`src/logic/dsc_pkg.sv`:
```
package dsc_pkg;
  // Register byte offsets on the Wishbone slave
  localparam logic [7:0] DSC_OFF_FIRST_SRC = 8'h00;
  localparam logic [7:0] DSC_OFF_SECOND_SRC = 8'h04;
  localparam logic [7:0] DSC_OFF_INPUT_FUNC = 8'h08;
  localparam logic [7:0] DSC_OFF_SUPPLY = 8'h0C;
  localparam logic [7:0] DSC_OFF_STATUS = 8'h10;
  localparam logic [7:0] DSC_OFF_TERMINALS = 8'h14;
  localparam logic [7:0] DSC_OFF_TRIP = 8'h18;
  localparam logic [7:0] DSC_OFF_VARIANT = 8'h1C;

  // Field layout of the source, function and supply registers; input counts
  localparam int DSC_CMD_LSB = 0;
  localparam int DSC_CMD_W = 2;
  localparam int DSC_FRQ_LSB = 8;
  localparam int DSC_FRQ_W = 4;
  localparam int DSC_FUNC_W = 5;
  localparam int DSC_VOLT_W = 8;
  localparam int DSC_INPUTS_MAX = 5;
  localparam int DSC_INPUTS_STD = 3;
  localparam int DSC_FUNC_PER_WORD = 4;
  localparam int DSC_FUNC_HI_LSB = 16;

  // Command source codes
  localparam logic [1:0] DSC_CMD_KEYPAD = 2'h0;
  localparam logic [1:0] DSC_CMD_TERM1 = 2'h1;
  localparam logic [1:0] DSC_CMD_TERM2 = 2'h2;
  localparam logic [1:0] DSC_CMD_RS485 = 2'h3;

  // Frequency source codes
  localparam logic [3:0] DSC_FRQ_KEYPAD1 = 4'h0;
  localparam logic [3:0] DSC_FRQ_KEYPAD2 = 4'h1;
  localparam logic [3:0] DSC_FRQ_POT = 4'h2;
  localparam logic [3:0] DSC_FRQ_VIN = 4'h3;
  localparam logic [3:0] DSC_FRQ_I2I = 4'h4;
  localparam logic [3:0] DSC_FRQ_I2V = 4'h5;
  localparam logic [3:0] DSC_FRQ_POT_I2I = 4'h6;
  localparam logic [3:0] DSC_FRQ_POT_I2V = 4'h7;
  localparam logic [3:0] DSC_FRQ_POT_VIN = 4'h8;
  localparam logic [3:0] DSC_FRQ_RS485 = 4'h9;
  localparam logic [3:0] DSC_FRQ_UPDOWN = 4'hA;
  localparam logic [3:0] DSC_FRQ_MAX = 4'hA;

  // Multi-function input codes
  localparam logic [4:0] DSC_FUNC_SECOND_SRC = 5'h16;
  localparam logic [4:0] DSC_FUNC_MAX = 5'h1B;

  // Reset values and supply voltage limits
  localparam logic [1:0] DSC_RST_CMD = 2'h1;
  localparam logic [3:0] DSC_RST_FRQ = 4'h0;
  localparam logic [4:0] DSC_RST_FUNC = 5'h00;
  localparam logic [7:0] DSC_VOLT_MIN = 8'hAA;
  localparam logic [7:0] DSC_VOLT_MAX = 8'hF0;
  localparam logic [7:0] DSC_VOLT_RST = 8'hDC;
endpackage : dsc_pkg

```
`src/logic/dsc_pin_sync.sv`:
```
`timescale 1ns/100ps
`default_nettype none
// Three-stage synchroniser with second/third stage agreement filter
module dsc_pin_sync #(
  parameter int WIDTH = 1
) (
  input wire logic clk_i,               // Control clock
  input wire logic rst_i,               // Synchronous reset
  input wire logic [WIDTH-1:0] pin_i,   // Asynchronous pins
  output logic [WIDTH-1:0] level_o      // Filtered levels
);
  logic [WIDTH-1:0] s1_q;
  logic [WIDTH-1:0] s2_q;
  logic [WIDTH-1:0] s3_q;
  logic [WIDTH-1:0] lvl_q;

  // Elaboration check on the width
  if (WIDTH < 1) begin : g_bad_width
    $error("WIDTH must be at least one");
  end

  // Shift chain; first stage read only by the second
  always_ff @(posedge clk_i) begin
    if (rst_i) begin
      s1_q <= '0;
      s2_q <= '0;
      s3_q <= '0;
    end else begin
      s1_q <= pin_i;
      s2_q <= s1_q;
      s3_q <= s2_q;
    end
  end

  // Accept a change once stages two and three agree
  genvar g;
  for (g = 0; g < WIDTH; g++) begin : g_bit
    always_ff @(posedge clk_i) begin
      if (rst_i) begin
        lvl_q[g] <= 1'b0;
      end else if (s2_q[g] == s3_q[g]) begin
        lvl_q[g] <= s3_q[g];
      end
    end
  end

  assign level_o = lvl_q;
endmodule : dsc_pin_sync
`default_nettype wire

```
`src/logic/dsc_trip_level.sv`:
```
`timescale 1ns/100ps
`default_nettype none
// Low-voltage trip threshold derived from the supply setting
module dsc_trip_level
  import dsc_pkg::*;
#(
  parameter int TRIP_PCT = 70
) (
  input wire logic clk_i,               // Control clock
  input wire logic rst_i,               // Synchronous reset
  input wire logic [7:0] supply_i,      // Supply voltage setting
  output logic [7:0] trip_o             // Trip level in volts
);
  // Elaboration check on the percentage
  if (TRIP_PCT < 1 || TRIP_PCT > 100) begin : g_bad_pct
    $error("TRIP_PCT out of range");
  end

  logic [15:0] prod;
  assign prod = 16'(supply_i) * 16'(TRIP_PCT);

  // Threshold follows the setting, one cycle later
  always_ff @(posedge clk_i) begin
    if (rst_i) begin
      trip_o <= 8'(16'(DSC_VOLT_RST) * 16'(TRIP_PCT) / 16'd100);
    end else begin
      trip_o <= 8'(prod / 16'd100);
    end
  end
endmodule : dsc_trip_level
`default_nettype wire

```
`src/logic/dsc_command_select.sv`:
```
`timescale 1ns/100ps
`default_nettype none
module dsc_command_select
  import dsc_pkg::*;
#(
  parameter bit ADVANCED_IO = 1'b1,
  parameter int NUM_INPUTS = 5
) (
  input wire logic clk_i,               // Control clock 10 MHz
  input wire logic rst_i,               // Synchronous reset
  input wire logic cyc_i,               // Wishbone cycle
  input wire logic stb_i,               // Wishbone strobe
  input wire logic we_i,                // Wishbone write
  input wire logic [7:0] adr_i,         // Wishbone byte address
  input wire logic [3:0] sel_i,         // Wishbone byte selects
  input wire logic [31:0] dat_i,        // Wishbone write data
  output logic [31:0] dat_o,            // Wishbone read data
  output logic ack_o,                   // Wishbone acknowledge
  output logic err_o,                   // Wishbone error
  input wire logic [4:0] mf_pin_i,      // Multi-function input pins
  input wire logic forward_run_input_i, // Forward terminal pin
  input wire logic reverse_run_input_i, // Reverse terminal pin
  input wire logic keypad_run_i,        // Keypad run key, same clock
  input wire logic keypad_stop_i,       // Keypad stop key, same clock
  input wire logic rs485_run_i,         // RS-485 run request
  input wire logic rs485_reverse_i,     // RS-485 reverse request
  output logic run_o,                   // Run command to drive
  output logic reverse_o,               // Direction, high for reverse
  output logic decel_stop_o,            // Pulse: decelerate to stop
  output logic second_mode_o,           // Second mode in force
  output logic [1:0] cmd_src_o,         // Active command source code
  output logic [3:0] freq_src_o,        // Active frequency source code
  output logic [7:0] trip_level_o       // Low-voltage trip level
);
  // Elaboration checks on the parameters
  if (NUM_INPUTS < 1 || NUM_INPUTS > DSC_INPUTS_MAX) begin : g_bad_num
    $error("NUM_INPUTS out of range");
  end
  if (!ADVANCED_IO && NUM_INPUTS > DSC_INPUTS_STD) begin : g_bad_var
    $error("standard variant has three inputs");
  end

  logic [1:0] first_cmd_q;
  logic [3:0] first_frq_q;
  logic [1:0] second_command_source_q;
  logic [3:0] second_freq_ref_source_q;
  logic [4:0] func_q [NUM_INPUTS];
  logic [DSC_FUNC_W-1:0] func_hi;
  logic [7:0] supply_voltage_setting_q;
  logic keypad_run_q;
  logic [NUM_INPUTS-1:0] mf_lvl;
  logic [1:0] term_lvl;
  logic [NUM_INPUTS-1:0] sel_hit;
  logic selector;
  logic second_q;
  logic run_d;
  logic rev_d;
  logic run_q;
  logic ack_q;
  logic err_q;
  logic [31:0] rdata_q;
  logic req;
  logic wr;
  logic mapped;

  // Pin synchronisers for the input terminals
  dsc_pin_sync #(
    .WIDTH(NUM_INPUTS)
  ) u_mf_sync (
    .clk_i(clk_i),
    .rst_i(rst_i),
    .pin_i(mf_pin_i[NUM_INPUTS-1:0]),
    .level_o(mf_lvl)
  );

  dsc_pin_sync #(
    .WIDTH(2)
  ) u_term_sync (
    .clk_i(clk_i),
    .rst_i(rst_i),
    .pin_i({reverse_run_input_i, forward_run_input_i}),
    .level_o(term_lvl)
  );

  // Trip threshold from the supply setting
  dsc_trip_level u_trip (
    .clk_i(clk_i),
    .rst_i(rst_i),
    .supply_i(supply_voltage_setting_q),
    .trip_o(trip_level_o)
  );

  // Bus request decode
  // A request is refused while its answer is out, so it is taken once
  assign req = cyc_i && stb_i && !ack_q && !err_q;
  assign wr = req && we_i && sel_i[0];
  always_comb begin
    mapped = 1'b0;
    if (adr_i[1:0] == 2'h0) begin
      case (adr_i)
        DSC_OFF_FIRST_SRC, DSC_OFF_SECOND_SRC, DSC_OFF_INPUT_FUNC,
        DSC_OFF_SUPPLY, DSC_OFF_STATUS, DSC_OFF_TERMINALS,
        DSC_OFF_TRIP, DSC_OFF_VARIANT: mapped = 1'b1;
        default: mapped = 1'b0;
      endcase
    end
  end

  // Source code legality per variant
  function automatic logic cmd_ok(input logic [1:0] c);
    cmd_ok = ADVANCED_IO || c != DSC_CMD_RS485;
  endfunction : cmd_ok

  function automatic logic frq_ok(input logic [3:0] f);
    logic adv_only;
    adv_only = f == DSC_FRQ_I2I || f == DSC_FRQ_I2V ||
               f == DSC_FRQ_POT_I2I || f == DSC_FRQ_POT_I2V ||
               f == DSC_FRQ_RS485;
    frq_ok = f <= DSC_FRQ_MAX && (ADVANCED_IO || !adv_only);
  endfunction : frq_ok

  // First and second source settings; illegal codes ignored
  always_ff @(posedge clk_i) begin
    if (rst_i) begin
      first_cmd_q <= DSC_RST_CMD;
      first_frq_q <= DSC_RST_FRQ;
      second_command_source_q <= DSC_RST_CMD;
      second_freq_ref_source_q <= DSC_RST_FRQ;
    end else if (wr && sel_i[1]) begin
      if (adr_i == DSC_OFF_FIRST_SRC) begin
        if (cmd_ok(dat_i[DSC_CMD_LSB +: DSC_CMD_W])) begin
          first_cmd_q <= dat_i[DSC_CMD_LSB +: DSC_CMD_W];
        end
        if (frq_ok(dat_i[DSC_FRQ_LSB +: DSC_FRQ_W])) begin
          first_frq_q <= dat_i[DSC_FRQ_LSB +: DSC_FRQ_W];
        end
      end
      if (adr_i == DSC_OFF_SECOND_SRC) begin
        if (cmd_ok(dat_i[DSC_CMD_LSB +: DSC_CMD_W])) begin
          second_command_source_q <= dat_i[DSC_CMD_LSB +: DSC_CMD_W];
        end
        if (frq_ok(dat_i[DSC_FRQ_LSB +: DSC_FRQ_W])) begin
          second_freq_ref_source_q <= dat_i[DSC_FRQ_LSB +: DSC_FRQ_W];
        end
      end
    end
  end

  // Multi-function input function codes, one byte lane each; the
  // fifth input has its own lane in the supply word, clear of the volts
  genvar g;
  for (g = 0; g < NUM_INPUTS; g++) begin : g_func
    localparam bit LOW_WORD = g < DSC_FUNC_PER_WORD;
    localparam logic [7:0] F_ADR = LOW_WORD ? DSC_OFF_INPUT_FUNC
                                            : DSC_OFF_SUPPLY;
    localparam int F_LSB = LOW_WORD ? 8 * g : DSC_FUNC_HI_LSB;
    always_ff @(posedge clk_i) begin
      if (rst_i) begin
        func_q[g] <= DSC_RST_FUNC;
      end else if (req && we_i && sel_i[F_LSB / 8] && adr_i == F_ADR) begin
        if (dat_i[F_LSB +: DSC_FUNC_W] <= DSC_FUNC_MAX) begin
          func_q[g] <= dat_i[F_LSB +: DSC_FUNC_W];
        end
      end
    end
    assign sel_hit[g] = func_q[g] == DSC_FUNC_SECOND_SRC && mf_lvl[g];
  end

  // Fifth input code for readback; zero where that input is absent
  if (NUM_INPUTS > DSC_FUNC_PER_WORD) begin : g_hi
    assign func_hi = func_q[DSC_FUNC_PER_WORD];
  end else begin : g_no_hi
    assign func_hi = '0;
  end

  assign selector = |sel_hit;

  // Supply voltage setting; an out-of-range value is dropped and the
  // last good setting, and with it the trip level, stays in force
  always_ff @(posedge clk_i) begin
    if (rst_i) begin
      supply_voltage_setting_q <= DSC_VOLT_RST;
    end else if (wr && adr_i == DSC_OFF_SUPPLY) begin
      if (dat_i[7:0] >= DSC_VOLT_MIN && dat_i[7:0] <= DSC_VOLT_MAX) begin
        supply_voltage_setting_q <= dat_i[7:0];
      end
    end
  end

  // Registered mode flag switches both sources at once
  // It is the only path from the pins to the source mux
  always_ff @(posedge clk_i) begin
    if (rst_i) begin
      second_q <= 1'b0;
    end else begin
      second_q <= selector;
    end
  end

  // Both codes follow one mode flag, so they never straddle a switch
  assign cmd_src_o = second_q ? second_command_source_q
                              : first_cmd_q;
  assign freq_src_o = second_q ? second_freq_ref_source_q
                               : first_frq_q;
  assign second_mode_o = second_q;

  // Keypad run latch: run key sets, stop key clears
  always_ff @(posedge clk_i) begin
    if (rst_i) begin
      keypad_run_q <= 1'b0;
    end else if (keypad_stop_i) begin
      keypad_run_q <= 1'b0;
    end else if (keypad_run_i) begin
      keypad_run_q <= 1'b1;
    end
  end

  // Run and direction from the active command source
  always_comb begin
    run_d = 1'b0;
    rev_d = 1'b0;
    case (cmd_src_o)
      DSC_CMD_KEYPAD: begin
        run_d = keypad_run_q;
      end
      DSC_CMD_TERM1: begin
        run_d = term_lvl[0] ^ term_lvl[1];
        rev_d = term_lvl[1] && !term_lvl[0];
      end
      DSC_CMD_TERM2: begin
        run_d = term_lvl[0];
        rev_d = term_lvl[1];
      end
      DSC_CMD_RS485: begin
        run_d = rs485_run_i;
        rev_d = rs485_reverse_i;
      end
      default: begin
        run_d = 1'b0;
      end
    endcase
  end

  // Run and direction follow the active source one cycle later
  always_ff @(posedge clk_i) begin
    if (rst_i) begin
      run_q <= 1'b0;
      reverse_o <= 1'b0;
    end else begin
      run_q <= run_d;
      reverse_o <= rev_d;
    end
  end

  // Stop pulse in the cycle run drops, whatever made it drop except reset
  always_ff @(posedge clk_i) begin
    if (rst_i) begin
      decel_stop_o <= 1'b0;
    end else begin
      decel_stop_o <= run_q && !run_d;
    end
  end

  assign run_o = run_q;

  // Bus answer: ack one cycle after request, err on unmapped
  // Misaligned or unused addresses get err and no register moves
  always_ff @(posedge clk_i) begin
    if (rst_i) begin
      ack_q <= 1'b0;
      err_q <= 1'b0;
    end else begin
      ack_q <= req && mapped;
      err_q <= req && !mapped;
    end
  end

  assign ack_o = ack_q;
  assign err_o = err_q;

  // Read data
  always_ff @(posedge clk_i) begin
    if (rst_i) begin
      rdata_q <= 32'h0;
    end else if (req && !we_i) begin
      rdata_q <= 32'h0;
      case (adr_i)
        DSC_OFF_FIRST_SRC: begin
          rdata_q[DSC_CMD_LSB +: DSC_CMD_W] <= first_cmd_q;
          rdata_q[DSC_FRQ_LSB +: DSC_FRQ_W] <= first_frq_q;
        end
        DSC_OFF_SECOND_SRC: begin
          rdata_q[DSC_CMD_LSB +: DSC_CMD_W] <= second_command_source_q;
          rdata_q[DSC_FRQ_LSB +: DSC_FRQ_W] <= second_freq_ref_source_q;
        end
        DSC_OFF_INPUT_FUNC: begin
          for (int i = 0; i < NUM_INPUTS && i < DSC_FUNC_PER_WORD; i++) begin
            rdata_q[8*i +: DSC_FUNC_W] <= func_q[i];
          end
        end
        DSC_OFF_SUPPLY: begin
          rdata_q[7:0] <= supply_voltage_setting_q;
          rdata_q[DSC_FUNC_HI_LSB +: DSC_FUNC_W] <= func_hi;
        end
        DSC_OFF_STATUS: begin
          rdata_q[0] <= second_q;
          rdata_q[1] <= run_q;
          rdata_q[2] <= reverse_o;
          rdata_q[5:4] <= cmd_src_o;
          rdata_q[11:8] <= freq_src_o;
        end
        DSC_OFF_TERMINALS: begin
          rdata_q[NUM_INPUTS-1:0] <= mf_lvl;
          rdata_q[9:8] <= term_lvl;
        end
        DSC_OFF_TRIP: rdata_q[7:0] <= trip_level_o;
        DSC_OFF_VARIANT: rdata_q[0] <= ADVANCED_IO;
        default: rdata_q <= 32'h0;
      endcase
    end
  end

  assign dat_o = rdata_q;
endmodule : dsc_command_select
`default_nettype wire

```
`config.mk`:
```
export PLATFORM = sky130hd
export DESIGN_NAME = dsc_command_select
export DESIGN_NICKNAME = d
export VERILOG_FILES = /design/src/logic/dsc_pkg.sv /design/src/logic/dsc_pin_sync.sv /design/src/logic/dsc_trip_level.sv /design/src/logic/dsc_command_select.sv
export SDC_FILE = /design/constraint.sdc
export NUM_CORES = 1
export LEC_CHECK = 0
export BUFFER_PORTS_ARGS = -buffer_cell sky130_fd_sc_hd__buf_4
export CAP_MARGIN = 20
export CORE_ASPECT_RATIO = 1.1
export CORE_UTILIZATION = 45
export DETAILED_ROUTE_END_ITERATION = 8
export SYNTH_ARGS = -nofsm -noshare
export SYNTH_HDL_FRONTEND = slang
export SYNTH_HIERARCHICAL = 1
export SYNTH_SLANG_ARGS = --single-unit
```
`constraint.sdc`:
```
create_clock -name clk_i -period 21.5 [get_ports clk_i]
set_input_delay 4.3 -clock clk_i [delete_from_list [all_inputs] [get_ports clk_i]]
set_output_delay 4.3 -clock clk_i [all_outputs]
set_load 0.005 [all_outputs]
```
==> impl_metrics.tcl, run 1 <==
set metrics [dict create \
    status "complete, but fails checks" \
    violations "design-rule violations" \
    ctsHoldBuffers 0 \
    placed_area_mm2 0.00993 \
    cts_resized 0 \
    irDropWorstVdd_mv 0.0348 \
    finalSetupViolations 0 \
    layout_commonest_cell "buf_4" \
    slew_headroom_pct 30.8 \
    dieHeight_um 152 \
    ys_seq_area_share_pct 26.9 \
    synth_area_mm2 0.00921 \
    min_path_type "flip-flop to flip-flop" \
    maxCapViolCount 0 \
    drt_first_pass_iters 7 \
    worstPathRequired_ns 21.74 \
    final_cell_mix "buf_4, nand2_1, dfxtp_1, nor2_1, a21oi_1" \
    placedCellCount 1374 \
    cts.sink_count 111 \
    overflow 0 \
    vias 8670 \
    tns_ns 0 \
    routed_wl_um 26900 \
    critPathLaunchType "flip-flop" \
    post_cts_buffers 0 \
    ys_warn_count 6 \
    synthCells 1083 \
    wl_per_cell_um 19.4 \
    slew_viol_final 0 \
    first_global_vias 8317 \
    utilization_pct 51.3 \
    synthFlopType "dfxtp_1" \
    dpl.hpwl_um 20800 \
    coreArea_mm2 0.0199 \
    nets 1224 \
    boundaryPins 112 \
    grt_pass1_wl_um 43700 \
    routabilityCongestion 0.881 \
    n_fill_cell 1940 \
    clk_pin_slew_ns 0.07 \
    clkLatencyLatePin_ns 0.35 \
    end_kind "flip-flop" \
    fmax_mhz 92.1 \
    synth-seq-cells 111 \
    layout_min_cycle_time_ns 10.86 \
    cts_tree "done" \
    grtUsageTotal_pct 25.6 \
    total_leakage_power_nw 3.84 \
    fin_ws_ns 10.64 \
    critPathArrivalTime_ns 11.10 \
    cp_slowest_stage_delay_ns 0.78 \
    synth_edf_count 25 \
    finalHoldViolations 0 \
    post-route-period-util_pct 50.5 \
    drt_iter0_drc 522 \
    io_buffers 93 \
    area_growth_pct 11.0 \
    synthDistinctLibCells 117 \
    antenna_found_initial 0 \
    drc 32 \
    final_cells 1390 \
    diodes 0 \
    rows 54 \
    yosysTopAreaCell "dfxtp_1" \
    p_per_area_mw_per_mm2 43.8 \
    dp_slack_ns 10.80 \
    cts-root-buf "clkbuf_16" \
    async_flop_share_pct 0 \
    syn_avg_cell_area_um2 8.50 \
    path_class "flip-flop to flip-flop" \
    worstMarginPinSlew_ns 1.03 \
    rsz0062_at_grt "no" \
    crit_fanout 17 \
    cts_buffers 9 \
    slowest_stage "or4_1" \
    cts_buffer_depth 2 \
    synth_top_cells_by_area "dfxtp_1, edfxtp_1, ha_1" \
    die_width_um 138 \
    vias_per_cell 6.24 \
    fin_area_mm2 0.0102 \
    finalClockSkew_ns 0.0112 \
    start_util_pct 46.2 \
    die-area_mm2 0.0210 \
    drive_above_1_share_pct 19.3 \
    postRouteAntennaNets 0 \
    synth_top_cell_area_share_pct 18.7 \
    htree_levels 3 \
    grt_max_degree 59 \
]
==> critical path, delay by kind of cell, from the launching register on <==
| family | cells | cell delay [ns] |
|---|---|---|
| simple gates | 13 | 4.46 |
| flops | 1 | 0.57 |
| compound gates | 11 | 3.02 |
| mux | 3 | 1.08 |
| buf+inv | 2 | 0.10 |
| fa+ha+maj | 4 | 1.50 |
==> synthesized netlist by cell type (10+ instances only) <==
master	instances
nand2_1	88
dfxtp_1	86
nor2_1	74
a21oi_1	54
o21ai_0	48
nand3_1	45
and2_1	39
clkbuf_1	38
xnor2_1	29
ha_1	27
mux2i_1	26
edfxtp_1	25
inv_1	25
nor3_1	21
nand4_1	20
o21ai_1	19
a31oi_1	18
mux2_2	16
nor2b_1	16
nor2b_2	16
and3_1	14
buf_4	13
o211ai_1	13
or3_1	12
a211oi_1	11
a22o_1	11
nand2b_1	11
nor4_1	10
o31ai_1	10
==> power breakdown <==
group | internal, mW | switching [mW] | total (mW)
combinational | 0.0267 | 0.0366 | 0.0633
sequential | 0.218 | 0.00365 | 0.222
clock | 0.0811 | 0.0810 | 0.162
==> through the flow <==
stage | power (mW) | hold slack (ns)
final | 0.447 | 0.443
after global routing | 0.467 | 0.467
after CTS | 0.451 | 0.447
after detailed placement | 0.289 | 0.424
after global placement | 0.289 | 0.422
after floorplan | 0.267 | 0.414
==> routing by layer <==
metal,up-vias,GRT usage [%],share of wire [%]
met5,-,0,0
met4,0,11.0,3.4
met3,57,3.25,5.7
met2,279,44.7,48
met1,4125,31.6,42
li1,4209,-,-
==> cell families (layout without fill, tap and decap cells) <==
| kind of cell | after synthesis | in the layout | synth area share, % |
|---|---|---|---|
| simple gates | 421 | 421 | 25.3 |
| compound gates | 338 | 338 | 28.4 |
| mux | 47 | 47 | 5.91 |
| fa+ha+maj | 32 | 32 | 4.65 |
| buf+inv | 94 | 141 | 4.99 |
| flops | 111 | 111 | 26.9 |
| other cells | 1 | 9 | 0.0407 |
| xor+xnor | 39 | 39 | 3.87 |
==> cell type report <==
class	instances	area, um^2	area share [%]
repair buffers	99	743	7.27
inverters	26	97.6	0.955
clock inverters	7	61.3	0.600
flip-flops and latches	111	2470	24.2
well taps	252	315	3.08
multi-input cells	886	6310	61.7
clock buffers	9	225	2.20
==> final timing paths <==
path | from | end | slack [ns] | cells after the start
worst min-delay path | u_mf_sync/s1_q[3] | u_mf_sync/s2_q[3] | 0.44 | 1
worst max-delay path | supply_voltage_setting_q[6] | u_trip/trip_o[0] | 10.64 | 33
worst min register to register | u_mf_sync/s1_q[3] | u_mf_sync/s2_q[3] | 0.44 | 1
worst max register to register | supply_voltage_setting_q[6] | u_trip/trip_o[0] | 10.64 | 33
==> registers in the layout, summed over array words and instances (netlist names), 2 cells and up <==
signal,count
u_mf_sync/s3_q,5
u_mf_sync/level_o,5
first_frq_q,4
u_term_sync/s2_q,2
u_term_sync/level_o,2
func_q,25
first_cmd_q,2
u_term_sync/s3_q,2
dat_o,23
u_term_sync/s1_q,2
u_mf_sync/s1_q,5
u_trip/trip_o,8
second_freq_ref_source_q,4
second_command_source_q,2
u_mf_sync/s2_q,5
supply_voltage_setting_q,8
Power figures use the tool's default switching activity.
==> run 2: changes to the inputs <==
ABC_AREA = 1   (was not set)
PLACE_DENSITY = 0.67   (was not set)
clock period = 8.9 ns   (was 21.5 ns; I/O delays follow)
==> run 2 against run 1 <==
  * The run now ends clean
  * Global-route usage decreased by 3.1 points
  * Clock power rose to 2.5 times the previous value
  * Maximum frequency rose by 30%
  * Worst setup slack got worse by 10 ns
  * Clock skew shrank 0.00095 ns
  * Sequential cell count stayed put
  * Critical endpoint unchanged
  * Largest cell class unchanged
==> impl_metrics.tcl, run 2 <==
set metrics [dict create \
    status "finished, final reports clean" \
    fin_area_mm2 0.0106 \
    worstPathRequired_ns 9.13 \
    layout_min_cycle_time_ns 8.34 \
    critPathArrivalTime_ns 8.57 \
    wl_met3_um 935 \
    slew_viol_final 0 \
    yosysTopAreaCell "dfxtp_1" \
    routabilityCongestion 0.850 \
    finalClockSkew_ns 0.0103 \
    placed_area_mm2 0.00987 \
    placedCellCount 1671 \
    synthCells 1335 \
    synth_top_cell_area_share_pct 19.3 \
    path_class "flip-flop to flip-flop" \
    cts_tree "done" \
    maxCapViolCount 0 \
    intPower_mw 0.957 \
    dieHeight_um 150 \
    synth_edf_count 25 \
    antenna_found_initial 0 \
    p_switching_mw 0.565 \
    grt_max_degree 43 \
    rsz0062_at_grt "yes" \
    hold_start "u_term_sync/s1_q[1]" \
    slew_headroom_pct 37.1 \
    grtUsageTotal_pct 22.5 \
    holdPathStages 2 \
    die-area_mm2 0.0204 \
    rows 53 \
    fmax_mhz 120 \
    total_leakage_power_nw 5.28 \
    synth_top_cells_by_area "dfxtp_1, nand2_1, edfxtp_1" \
    crit_fanout 13 \
    ys_top_cells_by_count "nand2_1, inv_1, nor2_1" \
    clk_pin_slew_ns 0.08 \
    n_fill_cell 1878 \
    final_cell_mix "nand2_1, inv_1, nor2_1, buf_4, nand3_1" \
    regMostFlops "func_q" \
    met1_length_um 10100 \
    r2r_start "supply_voltage_setting_q[6]" \
    overflow 0 \
    area_growth_pct 18.7 \
    finalSetupViolations 0 \
    syn_avg_cell_area_um2 6.68 \
    synthFlopType "dfxtp_1" \
    synth_area_mm2 0.00891 \
    irDropWorstVdd_mv 0.110 \
    boundaryPins 112 \
    cts.sink_count 111 \
    r2r_slack_ns 0.56 \
    postRouteAntennaNets 0 \
    routed_wl_um 23200 \
    slowest_stage "fa_1" \
    end_kind "flip-flop" \
    post-route-period-util_pct 93.7 \
    first_global_vias 7902 \
    nets 1545 \
    p_seq_share_pct 36.0 \
    async_flop_share_pct 0 \
    combPwrFrac_pct 36.9 \
    cp_slowest_stage_delay_ns 0.53 \
    clkLatencyLatePin_ns 0.35 \
    htree_levels 3 \
    synth-seq-cells 111 \
    ys_warn_count 6 \
    coreArea_mm2 0.0192 \
    drive_above_1_share_pct 23.8 \
    ys_seq_area_share_pct 27.7 \
    min_path_type "flip-flop to flip-flop" \
    utilization_pct 55.0 \
    diodes 0 \
    io_buffers 93 \
    vias 8677 \
    critPathLaunchType "flip-flop" \
    r2r_cells 66 \
    synthDistinctLibCells 51 \
    largest_reg_flops 25 \
    drt_iter0_drc 460 \
    finalHoldViolations 0 \
    vias_per_cell 5.09 \
    start_util_pct 46.4 \
    p_sw_share_pct 37.1 \
    grt_pass1_wl_um 37000 \
    dpl.hpwl_um 17600 \
    layout_commonest_cell "nand2_1" \
    regToRegEndpoint "u_trip/trip_o[0]" \
    top_layer_used "met4" \
    synth.most_common_cell "nand2_1" \
    cts_buffer_depth 2 \
    drc 0 \
    wl_per_cell_um 13.6 \
    worstMarginPinSlew_ns 0.943 \
    holdPathEnd "u_term_sync/s2_q[1]" \
    p_per_area_mw_per_mm2 144 \
    cts-root-buf "clkbuf_16" \
    fin_ws_ns 0.558 \
    drt_first_pass_iters 5 \
    final_cells 1706 \
    pwr-share-clk_pct 27.1 \
    wl_met2_um 11800 \
    cts_buffers 9 \
    die_width_um 136 \
    dp_slack_ns 0.178 \
]
[run 2: kinds of logic after synthesis]
family | share of synthesized area [%]
buffers and inverters | 11.0
AOI/OAI and AO/OA | 8.02
other | 0.0421
DFF | 27.7
adders and majority gates | 4.69
xor gates and xnor gates | 3.14
and+or+nand+nor | 45.3
[run 2: final cells by class]
class                   count  area [um^2]  share of cell area, %
repair buffers            126          946                   8.94
clock inverters             7         86.3                  0.816
clock buffers               9          225                   2.13
well taps                 247          309                   2.92
multi-input cells        1000         5760                   54.4
flip-flops and latches    111         2480                   23.4
inverters                 206          778                   7.36
[run 2: worst max path at each step]
stage                           startpoint  cells after the start                to
2_1_floorplan  supply_voltage_setting_q[6]                     61  u_trip/trip_o[0]
3_3_place_gp   supply_voltage_setting_q[6]                     66  u_trip/trip_o[0]
3_5_place_dp   supply_voltage_setting_q[6]                     64  u_trip/trip_o[0]
4_1_cts        supply_voltage_setting_q[7]                     65  u_trip/trip_o[0]
5_1_grt        supply_voltage_setting_q[6]                     68  u_trip/trip_o[0]
6_report       supply_voltage_setting_q[6]                     66  u_trip/trip_o[0]
[run 2: power groups by stage]
| stage | Clock, mW | Sequential, mW | Combinational, mW |
|---|---|---|---|
| floorplan | 0 | 0.555 | 0.382 |
| global route | 0.437 | 0.550 | 0.625 |
| detailed placement | 0 | 0.560 | 0.519 |
| global placement | 0 | 0.560 | 0.511 |
| CTS | 0.420 | 0.548 | 0.520 |
| finish | 0.413 | 0.548 | 0.562 |
[run 2: critical path, delay by kind of cell (launching register included)]
kind	cells	cell delay, ns
buffers and inverters	5	0.37
and+or+nand+nor	56	6.01
DFF	1	0.35
AOI/OAI and AO/OA	1	0.08
adders and majority gates	4	1.39
[run 2: routing by layer]
metal / global-route usage, % / vias up
met4: 5.83 / 0
met3: 2.34 / 24
met5: 0 / -
met2: 41.6 / 188
met1: 27.5 / 4007
li1: - / 4458
[run 2: through the flow]
| step | setup TNS, ns | power, mW | hold WS, ns |
|---|---|---|---|
| global placement | 0 | 1.07 | 0.395 |
| floorplan | 0 | 0.937 | 0.388 |
| finish | 0 | 1.52 | 0.414 |
| CTS | 0 | 1.49 | 0.414 |
| detailed placement | 0 | 1.08 | 0.401 |
| global route | -0.151 | 1.61 | 0.434 |
[run 2: what timing repair did]
item | CTS | global route
endpoints found under the setup margin | 0 | 2
resized for setup | 0 | 63
hold buffers | 0 | 0
buffers inserted | 0 | 17
